$ cat config.mk
export PLATFORM = sky130hd
export DESIGN_NAME = random_generator
export DESIGN_NICKNAME = d
export VERILOG_FILES = /design/src/inc/random_generator_pkg.sv /design/src/core/random_generator.sv
export VERILOG_INCLUDE_DIRS = /design/src /design/src/inc
export SDC_FILE = /design/constraint.sdc
export NUM_CORES = 1
export LEC_CHECK = 0
export BUFFER_PORTS_ARGS = -buffer_cell sky130_fd_sc_hd__buf_2
export CAP_MARGIN = 10
export CORE_MARGIN = 2
export CORE_UTILIZATION = 40
export CTS_CLUSTER_SIZE = 14
export DETAILED_ROUTE_END_ITERATION = 7
export GPL_TIMING_DRIVEN = 0
export PLACE_DENSITY = 0.62
export SYNTH_ARGS = -nofsm -noshare
export SYNTH_HDL_FRONTEND = slang
export SYNTH_SLANG_ARGS = --single-unit
$ cat constraint.sdc
create_clock -name aclk -period 3.9 [get_ports aclk]
set_clock_uncertainty 0.1 [all_clocks]
set_input_delay 0.585 -clock aclk [delete_from_list [all_inputs] [get_ports aclk]]
set_output_delay 0.585 -clock aclk [all_outputs]
set_load 0.02 [all_outputs]
$ cat src/inc/random_generator_map.svh
// Register offsets, field positions, reset values and timing counts.
`ifndef RANDOM_GENERATOR_MAP_SVH
`define RANDOM_GENERATOR_MAP_SVH

// -------------------------------------------------------------------------
// Register indices; the byte address on the bus is four times the index.
// -------------------------------------------------------------------------
`define IDX_CONTROL_MAIN 6'h00
`define IDX_EVENT_CONTROL 6'h04
`define IDX_IRQ_ENABLE_CLEAR 6'h08
`define IDX_IRQ_ENABLE_SET 6'h09
`define IDX_IRQ_FLAGS 6'h0A
`define IDX_RANDOM_OUTPUT 6'h20

// -------------------------------------------------------------------------
// Field positions.
// -------------------------------------------------------------------------
`define BIT_ENABLE 1
`define BIT_RUN_IN_STANDBY 6
`define BIT_READY_EVENT_OUTPUT_ENABLE 0
`define BIT_READY 0

// -------------------------------------------------------------------------
// Reset values and timing.
// -------------------------------------------------------------------------
`define RST_BYTE 8'h00
`define RST_RANDOM_OUTPUT 32'h00000000
`define RST_NOISE_SEED 32'h1D2C3B4A
`define WORD_CYCLES 7'h54
`define WORD_LAST 7'h53

`endif

$ cat src/inc/random_generator_pkg.sv
// Types shared by the random generator register block.
package random_generator_pkg;

  typedef logic [31:0] word_t;
  typedef logic [1:0] resp_t;

  typedef enum logic [1:0] {
    RESP_OKAY = 2'h0,
    RESP_SLVERR = 2'h2
  } axi_resp_e;

endpackage

$ cat src/core/random_generator.sv
// Register, flag and word-generation logic of the random generator.
`timescale 1ns/10ps
`include "random_generator_map.svh"

// -------------------------------------------------------------------------
// -------------------------------------------------------------------------

module random_generator (
  input wire logic aclk,
  input wire logic aresetn,
  input wire logic standby,
  input wire logic awvalid,
  output logic awready,
  input wire random_generator_pkg::word_t awaddr,
  input wire logic [2:0] awprot,
  input wire logic wvalid,
  output logic wready,
  input wire random_generator_pkg::word_t wdata,
  input wire logic [3:0] wstrb,
  output logic bvalid,
  input wire logic bready,
  output random_generator_pkg::resp_t bresp,
  input wire logic arvalid,
  output logic arready,
  input wire random_generator_pkg::word_t araddr,
  input wire logic [2:0] arprot,
  output logic rvalid,
  input wire logic rready,
  output random_generator_pkg::word_t rdata,
  output random_generator_pkg::resp_t rresp,
  output logic irq,
  output logic ready_event
);
  import random_generator_pkg::*;

  // -----------------------------------------------------------------------
  // Address decode.
  // -----------------------------------------------------------------------
  // Only word-aligned addresses within the low 256 bytes map to registers.
  function automatic logic hit(input word_t addr, input logic [5:0] idx);
    hit = (addr[31:8] == 24'h000000) && (addr[7:2] == idx)
      && (addr[1:0] == 2'h0);
  endfunction

  function automatic logic mapped(input word_t addr);
    mapped = hit(addr, `IDX_CONTROL_MAIN) || hit(addr, `IDX_EVENT_CONTROL)
      || hit(addr, `IDX_IRQ_ENABLE_CLEAR) || hit(addr, `IDX_IRQ_ENABLE_SET)
      || hit(addr, `IDX_IRQ_FLAGS) || hit(addr, `IDX_RANDOM_OUTPUT);
  endfunction

  // -----------------------------------------------------------------------
  // State.
  // -----------------------------------------------------------------------
  logic enable;
  logic run_in_standby;
  logic ready_event_output_enable;
  logic ready_irq_enable;
  logic ready_flag;
  word_t random_output;
  word_t noise;
  logic [6:0] cycle_cnt;
  logic aw_held;
  word_t aw_addr;
  logic w_held;
  word_t w_data;
  logic [3:0] w_strb;
  logic next_enable;
  logic next_run_in_standby;
  logic next_ready_event_output_enable;
  logic next_ready_irq_enable;
  logic next_ready_flag;
  word_t next_random_output;
  word_t next_noise;
  logic [6:0] next_cycle_cnt;
  logic next_ready_event;
  logic next_aw_held;
  word_t next_aw_addr;
  logic next_w_held;
  word_t next_w_data;
  logic [3:0] next_w_strb;
  logic next_bvalid;
  resp_t next_bresp;
  logic next_rvalid;
  word_t next_rdata;
  resp_t next_rresp;

  logic running;
  logic word_done;
  logic do_write;
  logic do_read;
  logic wr_low;

  // -----------------------------------------------------------------------
  // Handshakes, strobes and the interrupt.
  // -----------------------------------------------------------------------
  // Standby halts the source unless run_in_standby is set, and leaves every setting in place.
  assign running = enable && (!standby || run_in_standby);
  assign word_done = running && (cycle_cnt == `WORD_LAST);
  // A write lands only once address and data are both parked and the
  // previous response has been taken, so no response is ever overwritten.
  assign do_write = aw_held && w_held && !bvalid;
  assign do_read = arvalid && arready;
  // Only the low byte lane carries register bits; other lanes are dropped.
  assign wr_low = do_write && w_strb[0];
  assign awready = !aw_held && !bvalid;
  assign wready = !w_held && !bvalid;
  assign arready = !rvalid;
  // The interrupt is a level of two flip-flops, so it cannot glitch on a
  // bus access and falls in the cycle that the flag or the enable drops.
  assign irq = ready_flag && ready_irq_enable;

  // -----------------------------------------------------------------------
  // Bus channels: next values.
  // -----------------------------------------------------------------------
  always_comb begin
    next_aw_held = aw_held;
    next_aw_addr = aw_addr;
    next_w_held = w_held;
    next_w_data = w_data;
    next_w_strb = w_strb;
    next_bvalid = bvalid;
    next_bresp = bresp;
    next_rvalid = rvalid;
    next_rdata = rdata;
    next_rresp = rresp;

    // Write channels are taken independently and held until both are in.
    if (awvalid && awready) begin
      next_aw_held = 1'b1;
      next_aw_addr = awaddr;
    end
    if (wvalid && wready) begin
      next_w_held = 1'b1;
      next_w_data = wdata;
      next_w_strb = wstrb;
    end
    if (do_write) begin
      next_aw_held = 1'b0;
      next_w_held = 1'b0;
      next_bvalid = 1'b1;
      next_bresp = mapped(aw_addr) ? RESP_OKAY : RESP_SLVERR;
    end
    if (bvalid && bready) begin
      next_bvalid = 1'b0;
    end

    // Reads answer one cycle after the address is taken.
    if (do_read) begin
      next_rvalid = 1'b1;
      next_rresp = mapped(araddr) ? RESP_OKAY : RESP_SLVERR;
      next_rdata = 32'h00000000;
      if (hit(araddr, `IDX_CONTROL_MAIN)) begin
        next_rdata[`BIT_ENABLE] = enable;
        next_rdata[`BIT_RUN_IN_STANDBY] = run_in_standby;
      end
      if (hit(araddr, `IDX_EVENT_CONTROL)) begin
        next_rdata[`BIT_READY_EVENT_OUTPUT_ENABLE] =
          ready_event_output_enable;
      end
      if (hit(araddr, `IDX_IRQ_ENABLE_CLEAR)
          || hit(araddr, `IDX_IRQ_ENABLE_SET)) begin
        next_rdata[`BIT_READY] = ready_irq_enable;
      end
      if (hit(araddr, `IDX_IRQ_FLAGS)) begin
        next_rdata[`BIT_READY] = ready_flag;
      end
      if (hit(araddr, `IDX_RANDOM_OUTPUT)) begin
        next_rdata = random_output;
      end
    end else if (rvalid && rready) begin
      next_rvalid = 1'b0;
    end
  end

  // -----------------------------------------------------------------------
  // Settings, flag and word generation: next values.
  // -----------------------------------------------------------------------
  always_comb begin
    next_enable = enable;
    next_run_in_standby = run_in_standby;
    next_ready_event_output_enable = ready_event_output_enable;
    next_ready_irq_enable = ready_irq_enable;
    next_ready_flag = ready_flag;
    next_random_output = random_output;
    next_noise = noise;
    next_cycle_cnt = cycle_cnt;

    // Word generation; the noise register stands in for the entropy source.
    if (!enable) begin
      next_cycle_cnt = 7'h00;
    end else if (running) begin
      next_noise = {noise[30:0], noise[31] ^ noise[21] ^ noise[1] ^ noise[0]};
      if (word_done) begin
        next_cycle_cnt = 7'h00;
        next_random_output = noise;
      end else begin
        next_cycle_cnt = cycle_cnt + 7'h01;
      end
    end
    next_ready_event = word_done && ready_event_output_enable;

    // Settings change at the edge that raises the write response.
    if (wr_low && hit(aw_addr, `IDX_CONTROL_MAIN)) begin
      next_enable = w_data[`BIT_ENABLE];
      next_run_in_standby = w_data[`BIT_RUN_IN_STANDBY];
    end
    // A write while enable is set is still answered OKAY, so software that does
    // not read back will not notice that it was dropped.
    if (wr_low && hit(aw_addr, `IDX_EVENT_CONTROL) && !enable) begin
      next_ready_event_output_enable =
        w_data[`BIT_READY_EVENT_OUTPUT_ENABLE];
    end
    if (wr_low && hit(aw_addr, `IDX_IRQ_ENABLE_CLEAR)
        && w_data[`BIT_READY]) begin
      next_ready_irq_enable = 1'b0;
    end
    if (wr_low && hit(aw_addr, `IDX_IRQ_ENABLE_SET)
        && w_data[`BIT_READY]) begin
      next_ready_irq_enable = 1'b1;
    end
    if (wr_low && hit(aw_addr, `IDX_IRQ_FLAGS) && w_data[`BIT_READY]) begin
      next_ready_flag = 1'b0;
    end
    // Handing over the output word also drops the flag.
    if (do_read && hit(araddr, `IDX_RANDOM_OUTPUT)) begin
      next_ready_flag = 1'b0;
    end

    // A completing word wins over any clear in the same cycle.
    if (word_done) begin
      next_ready_flag = 1'b1;
    end
  end

  // -----------------------------------------------------------------------
  // Bus channel registers.
  // -----------------------------------------------------------------------
  always_ff @(posedge aclk) begin
    if (!aresetn) begin
      aw_held <= 1'b0;
      aw_addr <= 32'h00000000;
      w_held <= 1'b0;
      w_data <= 32'h00000000;
      w_strb <= 4'h0;
      bvalid <= 1'b0;
      bresp <= RESP_OKAY;
      rvalid <= 1'b0;
      rdata <= 32'h00000000;
      rresp <= RESP_OKAY;
    end else begin
      aw_held <= next_aw_held;
      aw_addr <= next_aw_addr;
      w_held <= next_w_held;
      w_data <= next_w_data;
      w_strb <= next_w_strb;
      bvalid <= next_bvalid;
      bresp <= next_bresp;
      rvalid <= next_rvalid;
      rdata <= next_rdata;
      rresp <= next_rresp;
    end
  end

  // -----------------------------------------------------------------------
  // Setting, flag and generator registers.
  // -----------------------------------------------------------------------
  always_ff @(posedge aclk) begin
    if (!aresetn) begin
      enable <= 1'b0;
      run_in_standby <= 1'b0;
      ready_event_output_enable <= 1'b0;
      ready_irq_enable <= 1'b0;
      ready_flag <= 1'b0;
      random_output <= `RST_RANDOM_OUTPUT;
      noise <= `RST_NOISE_SEED;
      cycle_cnt <= 7'h00;
      ready_event <= 1'b0;
    end else begin
      enable <= next_enable;
      run_in_standby <= next_run_in_standby;
      ready_event_output_enable <= next_ready_event_output_enable;
      ready_irq_enable <= next_ready_irq_enable;
      ready_flag <= next_ready_flag;
      random_output <= next_random_output;
      noise <= next_noise;
      cycle_cnt <= next_cycle_cnt;
      ready_event <= next_ready_event;
    end
  end

endmodule

**Word level (Yosys, flattened, before mapping)**

Cells that the tools add are included.

- Word-level logic and storage cells: 131
- Bits of input ports: 114
- Output and inout port bits: 43
- Bits in registers: 157

- Bitwise logic cells: 4
- Equal/unequal tests: 11
- Multiplexer cells: 16
- Add/sub/neg operators: 1
- Reductions and logical operators: 80

Operators by type and width:

| operator | count |
|---|---|
| $logic_and A1 B1 Y1 | 48 |
| $logic_not A24 Y1 | 2 |
| $eq A6 B4 Y1 const B | 6 |
| $mux W32 | 1 |
| $eq A6 B3 Y1 const B | 2 |
| $eq A6 B6 Y1 const B | 2 |
| $logic_not A6 Y1 | 2 |
| $logic_or A1 B1 Y1 | 12 |
| $mux W1 | 12 |
| $add A7 B1 Y7 const B | 1 |
| $eq A7 B7 Y1 const B | 1 |
| $mux W7 | 1 |
| $logic_not A1 Y1 | 6 |
| $logic_not A2 Y1 | 2 |
| $mux W2 | 2 |
| $reduce_and A2 Y1 | 2 |
| $reduce_bool A2 Y1 | 2 |
| $reduce_or A2 Y1 | 2 |
| $reduce_and A3 Y1 | 1 |
| $reduce_bool A3 Y1 | 1 |
| $xor A1 B1 Y1 | 3 |
| $not A1 Y1 | 1 |

**Longest topological paths before layout**

Gate-level depths: netlist of run 1.

- Depth in word-level cells: 9
- Gate-level depth with buffers: 7
- Gate-level depth less buffers: 4

**Worst setup path after synthesis of run 1**

OpenSTA, ideal clock, no wires.

- Kind: in2reg
- Start point: in araddr[15]
- End point: reg rdata[0]
- Cell stages on the path: 5
- Setup slack: 1.767 ns
- Data required time: 3.733 ns
- Setup time: 0.067 ns
- Arrival time: 1.966 ns
- Cell sequence: or4_4 -> nor4_4 -> buf_6 -> o2111ai_2 -> a21oi_2

- Word-level cells in the longest chain between the ends: 7
- Elaborated cells on any way between the ends: 16

RTL lines:

| what | line | text |
|---|---|---|
| start, declared | random_generator.sv:25 | `input wire random_generator_pkg::word_t araddr,` |
| $logic_not A24 Y1 * | random_generator.sv:41 | `hit = (addr[31:8] == 24'h000000) && (addr[7:2] == idx)` |
| $logic_and A1 B1 Y1 | random_generator.sv:41 |  |
| $logic_and A1 B1 Y1 | random_generator.sv:42 | `&& (addr[1:0] == 2'h0);` |
| $mux W1 / $logic_or A1 B1 Y1 (equally long branches) | random_generator.sv:156, random_generator.sv:160 |  |
| $mux W1 | random_generator.sv:160 | `` if (hit(araddr, `IDX_IRQ_ENABLE_CLEAR) `` |
| $mux W1 | random_generator.sv:164 | `` if (hit(araddr, `IDX_IRQ_FLAGS)) begin `` |
| $mux W32 * | random_generator.sv:167 | `` if (hit(araddr, `IDX_RANDOM_OUTPUT)) begin `` |
| end signal, assigned | random_generator.sv:259 | `rdata <= next_rdata;` |
| end, declared | random_generator.sv:29 | `output random_generator_pkg::word_t rdata,` |

Mark *: on every way between the ends. The rest lies on a longest branch, timed or not.
A chain may end at the register's enable or synchronous reset.

**Final worst setup path of run 1**

- Start point: reg cycle_cnt[2]
- End point: reg random_output[6]

- Word-level cells in the longest chain between the ends: 3

RTL lines:

| what | line | text |
|---|---|---|
| start, declared | random_generator.sv:61 | `logic [6:0] cycle_cnt;` |
| start signal, assigned | random_generator.sv:286 | `cycle_cnt <= next_cycle_cnt;` |
| $eq A7 B7 Y1 (no source line) | n/a |  |
| $logic_and A1 B1 Y1 | random_generator.sv:98 | `` assign word_done = running && (cycle_cnt == `WORD_LAST); `` |
| $reduce_and A3 Y1 (no source line) | n/a |  |
| end signal, assigned | random_generator.sv:274 | `` random_output <= `RST_RANDOM_OUTPUT; `` |
| end signal, assigned | random_generator.sv:284 | `random_output <= next_random_output;` |
| end, declared | random_generator.sv:59 | `word_t random_output;` |

No other way between the ends.

==> flow_summary.rst, run 1 <==
.. list-table::
   :header-rows: 1

   * - Metric
     - Value
   * - CP Cell Sequence
     - nor4b_1 > and2_1 > clkbuf_1 > clkbuf_1 > nand3_1 > a21oi_1
   * - Multi-input logic area
     - 2700 um2
   * - Net count of the finished layout
     - 991
   * - Cell depth of the worst hold path
     - 3
   * - Count of inserted antenna diode cells
     - 0
   * - Adder-cell share of the synthesized area
     - 0.208%
   * - Clock latency of the later-clocked register in the worst-skew pair
     - 0.42 ns
   * - Total of flip-flops plus latches after synthesis
     - 151
   * - Worst stage delay on the critical path
     - ~0.40 ns
   * - Routed wire length per instance
     - ~15 um
   * - Fraction of the mapped netlist area in simple logic gates
     - 26.6%
   * - Detailed placer's ending HPWL
     - 11600 um
   * - Max Freq
     - between 400 and 500 MHz
   * - Core region area
     - 14600 um2
   * - Ratio of final minimum period to clock period
     - 55.3%
   * - Power per standard cell area
     - 458 nW/um2
   * - Maximum fanout along the worst path
     - 10
   * - Unique cell type count in the Yosys netlist
     - 49
   * - Unrepaired setup endpoints after global routing
     - no
   * - Clock-pin transition on the worst setup and hold timing paths
     - 0.06 ns
   * - Worst-case vdd ir drop
     - 338 uV
   * - Worst Setup End Kind
     - flop
   * - Multiplexer area fraction after synthesis
     - 1.54%
   * - Arrival time at the worst endpoint
     - 2.41 ns
   * - Final GP Congestion
     - 0.807
   * - Family with the most delay on the worst path
     - simple AND/OR/NAND/NOR gates
   * - Clock Tree Buf Depth
     - 2
   * - CTS buffer count
     - 17
   * - Remaining global-route overflow
     - 0
   * - Tightest slew margin relative to the limit
     - 58.5%
   * - Sort of element at the start of the critical path
     - flop
   * - Result of the run
     - finished clean
   * - R2R setup slack
     - 1.74 ns
   * - Buffer type at the clock tree root
     - sky130_fd_sc_hd__clkbuf_16
   * - Post-DRT Antenna Nets
     - 0
   * - # Max-Cap Violations
     - 0
   * - First-pass GRT wire length
     - 25400 um
   * - Startpoint of the worst-slack reg-to-reg timing path
     - cycle_cnt[2]
   * - Leakage component of the power
     - ~2.9 nW
   * - Drt drc
     - 0
   * - Buffers inserted during post-CTS setup optimization
     - 0
   * - Horizontal extent of the die
     - roughly 130 um
   * - Area growth, synth to finish
     - 23.0%
   * - Initial Utilization
     - 41.2%
   * - Share of final-layout standard cells stronger than drive strength 1
     - 19.2%
   * - Post-Synthesis Mean Instance Area
     - 8.15 um2
   * - Detail-routed via count per cell
     - 5.16
   * - Total GRT Usage
     - between 20% and 30%
   * - Synthesized-area fraction occupied by xor and xnor cells
     - 0.975%
   * - Vertical die dimension
     - 127 um
   * - Via count of the first global-routing pass
     - 5003
   * - First DRT Iteration DRCs
     - 318
   * - Area of the die
     - 16100 um2
   * - Share of flip-flops with an asynchronous set or reset after synthesis
     - 0%
   * - Number of instances in the synthesized netlist
     - 740
   * - Critical hold path startpoint
     - awaddr[1]
   * - Final instance area
     - between 7000 and 8000 um2
   * - Destination of the worst hold path
     - aw_addr[1]
   * - CTS tree
     - done
   * - Top-level I/O count
     - 157
   * - Placement Rows
     - 44
   * - Count of flip-flops with a built-in enable after synthesis
     - 0
   * - Number of port buffers
     - roughly 120
   * - Total length of routed wires
     - 16100 um
   * - Largest net degree at the start of global routing
     - 17
   * - Post_cts resized
     - 0
   * - Buffer and inverter count on the worst path
     - 2
   * - Least-Margin Pin Slew
     - 0.622 ns
   * - Number of H-tree branching levels
     - 4
   * - Antenna violations before repair
     - 1
   * - Post-placement cell area
     - around 7000 um2
   * - FF+latch area
     - 3020 um2
   * - Worst flop-to-flop path endpoint
     - random_output[6]
   * - Post-synthesis sequential area ratio
     - 50.1%
   * - Post-synthesis compound-gate area fraction
     - 15.2%
   * - Most used flip-flop cell after synthesis
     - sky130_fd_sc_hd__dfxtp_1
   * - Number of search-and-repair iterations in the first detailed-routing pass
     - 5
   * - Required time reported for the critical path endpoint
     - 4.15 ns
   * - Number of cells traversed by the worst register-to-register path
     - 6
   * - Total negative setup slack
     - 0 ns
   * - Path category of the worst min-delay check
     - input pin to flop
   * - Post-layout min period
     - 2.16 ns
   * - Worst Path Class, Setup
     - flop to flop
   * - Count of endpoints failing setup in the final report
     - 0
   * - Fill cell total of the finished layout
     - 1474
   * - Core utilization of the finished layout
     - 50.6%
   * - Final count of hold timing violations
     - 0
   * - Count of final max-slew check failures
     - 0
   * - Count of yosys warnings during synthesis
     - 0
   * - Post-CTS Hold Fix Bufs
     - 0
   * - Post-synthesis instance area
     - 6030 um2
   * - Dominant combinational cell family by area after synthesis
     - simple AND/OR/NAND/NOR gates
   * - Number of vias after detailed routing
     - ~5500
   * - Most prevalent standard cell on the critical path
     - sky130_fd_sc_hd__clkbuf_1
   * - Worst hold margin
     - between 0.2 and 0.3 ns
   * - Worst path slowest cell
     - sky130_fd_sc_hd__nor4b_1
   * - Number of clock sinks
     - roughly 150
==> power by group <==
part	internal, mW	switching [mW]
registers	1.57	0.0202
clock network	0.959	0.622
logic	0.0827	0.138
total	2.62	0.781
==> cell usage in the layout (no fill, tap or decap), drive strengths merged, types with 2 or more instances in the layout <==
master	synthesis	layout
a21oi	126	126
and2	7	7
and3	4	4
and4	2	2
buf	17	133
clkbuf	46	71
clkinv	0	3
clkinvlp	0	3
conb	1	2
dfxtp	151	151
inv	7	7
mux2	2	2
mux2i	7	7
nand2	166	166
nand2b	6	6
nand3	54	54
nand4	36	36
nand4b	2	2
nor2	15	15
nor3	6	6
nor3b	3	3
nor4	13	13
o21ai	36	36
o31ai	4	4
or3	2	2
or4	7	7
xor2	3	3
==> flip-flops by register name (all words and copies together) (netlist names), 3 cells and up <==
name,count
cycle_cnt,7
random_output,32
noise,32
rdata,32
aw_addr,32
w_data,3
==> kinds of logic (layout without fill, tap and decap cells) <==
group | count (synthesis) | after routing
buffers and inverters | 70 | 218
muxes | 9 | 9
adders and majority gates | 1 | 1
other | 1 | 2
DFF | 151 | 151
AOI/OAI and AO/OA | 174 | 174
xor gates and xnor gates | 5 | 5
and+or+nand+nor | 329 | 329
==> worst min-delay path, cell delays in order <==
cell and delay [ns]:
sky130_fd_sc_hd__buf_2 0.09, sky130_fd_sc_hd__nand2_1 0.04, sky130_fd_sc_hd__a21oi_1 0.05
==> area by class of cell <==
type,instances,area share [%]
flip-flops and latches,151,40.8
repair buffers,116,7.83
well taps,184,3.10
clock buffers,25,6.82
clock inverters,7,0.911
inverters,7,0.354
multi-input cells,520,36.3
plain buffers,63,3.90
==> routing by layer <==
metal	track usage, %	wire [um]	vias to the layer above	part of all wire [%]
met5	0	13	-	0.081
met2	33.3	7730	138	48
met4	6.14	201	2	1.2
met1	25.8	7300	2521	45
met3	4.81	841	21	5.2
li1	-	-	2855	-
==> how the worst max path moves through the flow <==
| stage | slack, ns | endpoint | cells after the start | from |
|---|---|---|---|---|
| after floorplan | 1.77 | rdata[0] | 5 | araddr[15] |
| after global placement | 1.42 | rdata[2] | 6 | araddr[15] |
| after detailed placement | 1.41 | rdata[2] | 6 | araddr[15] |
| after CTS | 1.73 | random_output[21] | 6 | enable |
| after global routing | 1.55 | random_output[18] | 7 | run_in_standby |
| final | 1.74 | random_output[6] | 6 | cycle_cnt[2] |
==> stage by stage <==
stage | power, mW | setup slack [ns] | cells
after floorplan | 1.76 | 1.77 | 741
after global placement | 1.85 | 1.42 | 1041
after detailed placement | 1.85 | 1.41 | 1041
after CTS | 3.42 | 1.73 | 1073
after global routing | 3.52 | 1.55 | 1073
final | 3.40 | 1.74 | 1073
==> cells in the mapped netlist (2+ instances only) <==
| cell type | count | area share [%] |
|---|---|---|
| sky130_fd_sc_hd__buf_6 | 4 | 0.75 |
| sky130_fd_sc_hd__nor4_1 | 11 | 1.1 |
| sky130_fd_sc_hd__nand4_1 | 36 | 3.7 |
| sky130_fd_sc_hd__buf_4 | 4 | 0.50 |
| sky130_fd_sc_hd__o21ai_0 | 36 | 3.0 |
| sky130_fd_sc_hd__mux2i_1 | 7 | 1.2 |
| sky130_fd_sc_hd__nor3b_1 | 3 | 0.37 |
| sky130_fd_sc_hd__nand3_1 | 54 | 4.5 |
| sky130_fd_sc_hd__o31ai_1 | 4 | 0.50 |
| sky130_fd_sc_hd__buf_2 | 6 | 0.50 |
| sky130_fd_sc_hd__inv_1 | 6 | 0.37 |
| sky130_fd_sc_hd__xor2_1 | 3 | 0.44 |
| sky130_fd_sc_hd__nor2_1 | 15 | 0.93 |
| sky130_fd_sc_hd__buf_1 | 3 | 0.19 |
| sky130_fd_sc_hd__nand2b_1 | 6 | 0.62 |
| sky130_fd_sc_hd__clkbuf_1 | 46 | 2.9 |
| sky130_fd_sc_hd__nor3_1 | 6 | 0.50 |
| sky130_fd_sc_hd__or3_1 | 2 | 0.21 |
| sky130_fd_sc_hd__or4_1 | 5 | 0.62 |
| sky130_fd_sc_hd__dfxtp_1 | 151 | 50 |
| sky130_fd_sc_hd__a21oi_1 | 125 | 10 |
| sky130_fd_sc_hd__nor4_4 | 2 | 0.71 |
| sky130_fd_sc_hd__and2_1 | 7 | 0.73 |
| sky130_fd_sc_hd__and4_1 | 2 | 0.29 |
| sky130_fd_sc_hd__or4_4 | 2 | 0.37 |
| sky130_fd_sc_hd__nand2_1 | 166 | 10 |
| sky130_fd_sc_hd__and3_1 | 4 | 0.41 |
| sky130_fd_sc_hd__nand4b_1 | 2 | 0.29 |
| sky130_fd_sc_hd__mux2_2 | 2 | 0.37 |
(Power assumes the default switching activity.)
==> run 2, diff against run 1 <==
==> constraint.sdc (replaced) <==
create_clock -name aclk -period 2.1 [get_ports aclk]
set_clock_uncertainty 0.1 [all_clocks]
set_input_delay 0.315 -clock aclk [delete_from_list [all_inputs] [get_ports aclk]]
set_output_delay 0.315 -clock aclk [all_outputs]
set_load 0.02 [all_outputs]
==> run 2 against run 1 <==
First-iteration DRC count rose by 7.5%. Combinational power up 85%. Critical endpoint is now ready_irq_enable. Sequential power increased by 86%. Via count decreased by 0.29%. Largest cell class unchanged.
==> flow_summary.rst, run 2 (same netlist as run 1, synthesis figures left out) <==
.. list-table::
   :header-rows: 1

   * - Metric
     - Value
   * - Worst stage delay on the critical path
     - 0.57 ns (+0.17 ns)
   * - Family with the most delay on the worst path
     - simple AND/OR/NAND/NOR gates
   * - Path category of the worst min-delay check
     - input pin to flop
   * - Number of cells after detailed placement
     - 1041 (unchanged)
   * - Antenna violations before repair
     - 1 (unchanged)
   * - Number of vias after detailed routing
     - 5521 (-0.29%)
   * - First-pass GRT wire length
     - 25400 um (unchanged)
   * - Number of port buffers
     - 116 (unchanged)
   * - Most common cell after layout, fill and taps aside
     - sky130_fd_sc_hd__nand2_1
   * - Multi-input logic area
     - 2700 um2 (+0.19%)
   * - Horizontal extent of the die
     - 127 um (unchanged)
   * - # Max-Cap Violations
     - 0 (unchanged)
   * - Number of cells traversed by the worst register-to-register path
     - 4 (-2)
   * - Placement Rows
     - 44 (unchanged)
   * - Max Freq
     - 511 MHz (+10%)
   * - Arrival time at the worst endpoint
     - 2.21 ns (-0.20 ns)
   * - Worst Path Class, Setup
     - flop to flop
   * - Worst-case vdd ir drop
     - 624 uV (+85%)
   * - Post-placement cell area
     - 6840 um2 (unchanged)
   * - Least-Margin Pin Slew
     - 0.614 ns (-0.00782 ns)
   * - Net count of the finished layout
     - 989 (-0.20%)
   * - Unrepaired setup endpoints after global routing
     - no
   * - Tightest slew margin relative to the limit
     - 59.1% (+0.52 points)
   * - Switching fraction of total power
     - 23.0% (about the same)
   * - Area of the die
     - 16100 um2 (unchanged)
   * - Remaining global-route overflow
     - 0 (unchanged)
   * - Top-level I/O count
     - 157 (unchanged)
   * - Portion of total power attributed to the clock network
     - 46.6% (about the same)
   * - Detail-routed via count per cell
     - 5.15 (-0.10%)
   * - Pre-CTS setup slack
     - -0.121 ns (-1.53 ns)
   * - Post-layout min period
     - 1.96 ns (-0.202 ns)
   * - Fill cell total of the finished layout
     - 1468 (-0.41%)
   * - Proportion of power drawn by flip-flops and latches
     - 46.9% (about the same)
   * - Number of search-and-repair iterations in the first detailed-routing pass
     - 5 (unchanged)
   * - Sort of element at the start of the critical path
     - flop
   * - Required time reported for the critical path endpoint
     - 2.35 ns (-1.80 ns)
   * - Total length of routed wires
     - 16100 um (about the same)
   * - CTS tree
     - done
   * - Post-CTS Hold Fix Bufs
     - 0 (unchanged)
   * - Total negative setup slack
     - 0 ns (unchanged)
   * - Worst path slowest cell
     - sky130_fd_sc_hd__or4_1
   * - First DRT Iteration DRCs
     - 342 (+7.5%)
   * - Drt drc
     - 0 (unchanged)
   * - Logic pwr share
     - 6.5% (about the same)
   * - Post-route worst setup slack
     - 0.144 ns (-1.60 ns)
   * - Count of endpoints failing setup in the final report
     - 0 (unchanged)
   * - Result of the run
     - finished clean
   * - Clock Tree Buf Depth
     - 2 (unchanged)
   * - Cell depth of the worst hold path
     - 3 (unchanged)
   * - Vertical die dimension
     - 127 um (unchanged)
   * - Count of final max-slew check failures
     - 0 (unchanged)
   * - Post-DRT Antenna Nets
     - 0 (unchanged)
   * - Initial Utilization
     - 41.2% (unchanged)
   * - Final count of hold timing violations
     - 0 (unchanged)
   * - Via count of the first global-routing pass
     - 4997 (-0.12%)
   * - Buffers inserted during post-CTS setup optimization
     - 0 (unchanged)
   * - Worst Setup End Kind
     - flop
   * - FF+latch area
     - 3020 um2 (unchanged)
   * - Maximum fanout along the worst path
     - 5 (-5)
   * - Share of final-layout standard cells stronger than drive strength 1
     - 20.3% (+1.1 points)
   * - Power per standard cell area
     - 849 nW/um2 (+85%)
   * - Count of inserted antenna diode cells
     - 0 (unchanged)
   * - Detailed placer's ending HPWL
     - 11600 um (unchanged)
   * - Largest net degree at the start of global routing
     - 17 (unchanged)
   * - Core region area
     - 14600 um2 (unchanged)
   * - Total GRT Usage
     - 20.0% (unchanged)
   * - Final Instance Count excl. Fillers
     - 1071 (-0.19%)
   * - Number of H-tree branching levels
     - 4 (unchanged)
   * - Final GP Congestion
     - 0.807 (unchanged)
   * - Routed wire length per instance
     - 15.0 um (+0.22%)
   * - Leakage component of the power
     - 2.89 nW (+0.85%)
   * - Number of clock sinks
     - 151 (unchanged)
   * - CP Cell Sequence
     - nor4_1 > nand4_1 > or4_1 > a21oi_1
   * - Total number of cells along the worst setup path
     - 4 (-2)
   * - Clock-pin transition on the worst setup and hold timing paths
     - 0.06 ns (about the same)
   * - Tot Pwr
     - 6.31 mW (+86%)
   * - Area growth, synth to finish
     - 23.1%
   * - Buffer type at the clock tree root
     - sky130_fd_sc_hd__clkbuf_16
   * - Clock latency of the later-clocked register in the worst-skew pair
     - 0.43 ns (about the same)
   * - CTS buffer count
     - 17 (unchanged)
   * - Buffer and inverter count on the worst path
     - 0 (-2)
   * - Ratio of final minimum period to clock period
     - 93.1% (+38 points)
   * - Highest-count cells in the layout ignoring fill and taps
     - sky130_fd_sc_hd__nand2_1, sky130_fd_sc_hd__dfxtp_1, sky130_fd_sc_hd__a21oi_1, sky130_fd_sc_hd__buf_2, sky130_fd_sc_hd__nand3_1
   * - P_int
     - 4.86 mW (+86%)
   * - Switch Pwr
     - 1.45 mW (+86%)
   * - Final instance area
     - 7420 um2 (+0.10%)
[run 2: cell count changes in the layout (fill, tap and decap cells not counted), sizes merged]
cell | before | now
clkbuf | 71 | 69
[run 2: per-layer routing]
layer  vias up  GRT usage [%]  routed length, um
met2       113           33.3               7750
met3        18           4.81                749
met4         2           6.14                181
met5         -              0                 13
met1      2531           25.8               7400
li1       2857              -                  -
[run 2: path summary, 6_finish.rpt]
kind,from,end,slack [ns]
worst max register to register,aw_addr[15],ready_irq_enable,0.14
worst max-delay path,aw_addr[15],ready_irq_enable,0.14
worst min register to register,rdata[13],rdata[13],0.35
worst min-delay path,awaddr[1],aw_addr[1],0.02
[run 2: power groups by stage]
stage | sequential [mW] | clock, mW | combinational (mW)
2_1_floorplan | 3.02 | 0 | 0.245
3_3_place_gp | 3.02 | 0 | 0.410
3_5_place_dp | 3.02 | 0 | 0.413
4_1_cts | 2.96 | 2.97 | 0.414
5_1_grt | 2.97 | 3.11 | 0.457
6_report | 2.96 | 2.94 | 0.409
[run 2: through the flow]
stage          utilization [%]  hold slack, ns
2_1_floorplan                -           0.334
3_3_place_gp              46.7           0.337
3_5_place_dp              46.7           0.343
4_1_cts                   50.7          0.0139
5_1_grt                   50.7          0.0156
6_report                  50.7          0.0216
[run 2: final cells by class]
class,instances,share of cell area [%]
plain buffers,61,3.93
clock buffers,25,6.81
clock inverters,7,0.910
flip-flops and latches,151,40.7
multi-input cells,520,36.4
repair buffers,116,7.82
well taps,184,3.10
inverters,7,0.354
[run 2: tightest hold or removal path, stage by stage]
cell and delay [ns]:
sky130_fd_sc_hd__buf_2 0.09, sky130_fd_sc_hd__nand2_1 0.04, sky130_fd_sc_hd__a21oi_1 0.05
[run 2: repair_timing]
action	in CTS	in global routing
setup endpoints to repair	28	27
hold endpoints to repair	0	0
resized for setup	7	3
pin swaps	0	0
==> run 3, diff against run 2 <==
--- a/config.mk
+++ b/config.mk
@@ -6,7 +6,7 @@
 export SDC_FILE = /design/constraint.sdc
 export NUM_CORES = 1
 export LEC_CHECK = 0
-export BUFFER_PORTS_ARGS = -buffer_cell sky130_fd_sc_hd__buf_2
+export BUFFER_PORTS_ARGS = -buffer_cell sky130_fd_sc_hd__buf_4
 export CAP_MARGIN = 10
 export CORE_MARGIN = 2
 export CORE_UTILIZATION = 40
==> run 3 against run 2 <==
Sequential cell count is the same. Critical path depth grew 2. Core utilization grew 1.7 points. Worst hold slack gained 0.018 ns. Clock-buffer cell count grew 1.
==> flow_summary.rst, run 3 (same netlist as run 1, synthesis figures left out) <==
.. list-table::
   :header-rows: 1

   * - Metric
     - Value
   * - Result of the run
     - finished clean
   * - Leakage component of the power
     - 2.95 nW (+2.1%)
   * - Tot Pwr
     - 6.22 mW (-1.4%)
   * - Core region area
     - 14600 um2 (unchanged)
   * - Worst hold margin
     - 0.0399 ns (+0.0183 ns)
   * - First-pass GRT wire length
     - 27100 um (+6.4%)
   * - Arrival time at the worst endpoint
     - 2.17 ns (-0.04 ns)
   * - Power per standard cell area
     - 810 nW/um2 (-4.7%)
   * - Antenna violations before repair
     - 0 (-1)
   * - Final Instance Count excl. Fillers
     - 1069 (-0.19%)
   * - Detail-routed via count per cell
     - 5.37 (+4.2%)
   * - Critical hold path startpoint
     - wdata[0]
   * - Number of clock sinks
     - 151 (unchanged)
   * - Highest-count cells in the layout ignoring fill and taps
     - sky130_fd_sc_hd__nand2_1, sky130_fd_sc_hd__dfxtp_1, sky130_fd_sc_hd__a21oi_1, sky130_fd_sc_hd__buf_4, sky130_fd_sc_hd__nand3_1
   * - Drt drc
     - 0 (unchanged)
   * - Total negative setup slack
     - 0 ns (unchanged)
   * - Tightest slew margin relative to the limit
     - 57.6% (-1.5 points)
   * - Ratio of final minimum period to clock period
     - 91.7% (-1.4 points)
   * - Max Freq
     - 519 MHz (+1.6%)
   * - Number of cells after detailed placement
     - 1041 (unchanged)
   * - Vertical die dimension
     - 127 um (unchanged)
   * - Via count of the first global-routing pass
     - 5500 (+10%)
   * - Worst stage delay on the critical path
     - 0.55 ns (-0.02 ns)
   * - # Max-Cap Violations
     - 0 (unchanged)
   * - Largest net degree at the start of global routing
     - 17 (unchanged)
   * - Number of search-and-repair iterations in the first detailed-routing pass
     - 5 (unchanged)
   * - Destination of the worst hold path
     - w_data[0]
   * - Number of port buffers
     - 116 (unchanged)
   * - Unrepaired setup endpoints after global routing
     - no
   * - Buffers inserted during post-CTS setup optimization
     - 0 (unchanged)
   * - Worst path slowest cell
     - sky130_fd_sc_hd__nor4_4
   * - Global-route met1 utilization
     - 24.7% (-1.2 points)
   * - Number of vias after detailed routing
     - 5742 (+4.0%)
   * - Global Route met3 Usage
     - 4.51% (-0.30 points)
   * - Worst Path Class, Setup
     - flop to flop
   * - Net count of the finished layout
     - 989 (unchanged)
   * - Final GP Congestion
     - 0.868 (+7.5%)
   * - CTS tree
     - done
   * - Horizontal extent of the die
     - 127 um (unchanged)
   * - Clock latency of the later-clocked register in the worst-skew pair
     - 0.42 ns (about the same)
   * - Most common cell after layout, fill and taps aside
     - sky130_fd_sc_hd__nand2_1
   * - R2R setup slack
     - 0.17 ns (+0.03 ns)
   * - Total length of routed wires
     - 17200 um (+6.7%)
   * - Top-level I/O count
     - 157 (unchanged)
   * - Required time reported for the critical path endpoint
     - 2.34 ns (about the same)
   * - Count of inserted antenna diode cells
     - 0 (unchanged)
   * - Total GRT Usage
     - 21.2% (+1.2 points)
   * - Family with the most delay on the worst path
     - simple AND/OR/NAND/NOR gates
   * - Buffer type at the clock tree root
     - sky130_fd_sc_hd__clkbuf_16
   * - Area of the die
     - 16100 um2 (unchanged)
   * - Count of endpoints failing setup in the final report
     - 0 (unchanged)
   * - Worst Setup End Kind
     - flop
   * - Path category of the worst min-delay check
     - input pin to flop
   * - Clock-pin transition on the worst setup and hold timing paths
     - 0.06 ns (about the same)
   * - Detailed placer's ending HPWL
     - 12700 um (+9.3%)
   * - Remaining global-route overflow
     - 0 (unchanged)
   * - Clock Tree Buf Depth
     - 2 (unchanged)
   * - Post-DRT Antenna Nets
     - 0 (unchanged)
   * - Core utilization of the finished layout
     - 52.4% (+1.7 points)
   * - Routed wire length per instance
     - 16.1 um (+6.9%)
   * - Number of H-tree branching levels
     - 4 (unchanged)
   * - Worst-case vdd ir drop
     - 610 uV (-2.2%)
   * - First DRT Iteration DRCs
     - 349 (+2.0%)
   * - Post-layout min period
     - 1.93 ns (-0.0304 ns)
   * - Placement Rows
     - 44 (unchanged)
   * - Startpoint of the worst-slack reg-to-reg timing path
     - rvalid
   * - Highest-utilization routing layer at the global route stage
     - met2
   * - Buffer and inverter count on the worst path
     - 2 (+2)
   * - Worst flop-to-flop path endpoint
     - rdata[2]
   * - Cell depth of the worst hold path
     - 3 (unchanged)
   * - Sort of element at the start of the critical path
     - flop
   * - Area growth, synth to finish
     - 27.4%
   * - Share of final-layout standard cells stronger than drive strength 1
     - 20.0% (-0.29 points)
   * - GR met2 Demand/Resource
     - 38.1% (+4.8 points)
   * - Maximum fanout along the worst path
     - 10 (+5)
   * - Number of cells traversed by the worst register-to-register path
     - 6 (+2)
   * - Final count of hold timing violations
     - 0 (unchanged)
   * - CP Cell Sequence
     - nand2b_1 > buf_4 > nor4_4 > buf_6 > nand4_1 > a21oi_1
   * - CTS buffer count
     - 17 (unchanged)
   * - Count of final max-slew check failures
     - 0 (unchanged)
   * - Initial Utilization
     - 41.2% (unchanged)
   * - Least-Margin Pin Slew
     - 0.636 ns (+0.0219 ns)
-- run 3: cell types whose count changed in the layout (fill, tap and decap cells not counted), moves of 2 or more --
cell and delta:
sky130_fd_sc_hd__buf_2 -116, sky130_fd_sc_hd__buf_4 +116, sky130_fd_sc_hd__clkbuf_2 +2, sky130_fd_sc_hd__clkbuf_8 -2, sky130_fd_sc_hd__clkinvlp_4 -3
-- run 3: where the power goes --
group / switching [mW] / total, mW / internal [mW]
logic: 0.262 / 0.460 / 0.198
registers: 0.0400 / 2.96 / 2.92
clock network: 1.09 / 2.79 / 1.70
-- run 3: cell type report --
type | instances | area (um2)
Clock buffer | 26 | 489
Sequential cell | 151 | 3020
Buffer | 61 | 294
Clock inverter | 4 | 45.0
Fill cell | 1389 | 6960
Timing Repair Buffer | 116 | 871
Multi-Input combinational cell | 520 | 2700
Tap cell | 184 | 230
Inverter | 7 | 26.3
-- run 3: repair_timing --
item,in CTS,in global routing
endpoints found under the hold margin,0,0
gates resized for setup,7,7
hold buffers,0,0
endpoints found under the setup margin,24,33
-- run 3: stage by stage --
stage	worst slack (ns)	cell area (um2)
floorplan	0.237	6030
global placement	-0.107	7130
detailed placement	-0.128	7130
CTS	0.0321	7680
global route	0.00396	7680
finish	0.174	7680
-- run 3: how the worst max path moves through the flow --
stage                     slack (ns)               end  depth (start not counted)      startpoint
after floorplan                 0.24          rdata[0]                          5      araddr[15]
after global placement         -0.11          rdata[2]                          6      araddr[15]
after detailed placement       -0.13          rdata[2]                          6      araddr[15]
after CTS                       0.03  random_output[9]                          7  run_in_standby
after global routing           0.004        aw_addr[5]                          6          bvalid
final                           0.17          rdata[2]                          6          rvalid
-- run 3: routing by layer --
| metal | routed length, um | vias up |
|---|---|---|
| li1 | - | 2844 |
| met1 | 7150 | 2706 |
| met2 | 8880 | 167 |
| met3 | 803 | 25 |
| met4 | 333 | 0 |
| met5 | 0 | - |
-- run 3: worst register-to-register path, cell delays in order, from the launching register on --
cell                       delay, ns
sky130_fd_sc_hd__dfxtp_1        0.33
sky130_fd_sc_hd__nand2b_1       0.14
sky130_fd_sc_hd__buf_4          0.16
sky130_fd_sc_hd__nor4_4         0.55
sky130_fd_sc_hd__buf_6          0.23
sky130_fd_sc_hd__nand4_1        0.17
sky130_fd_sc_hd__a21oi_1        0.17
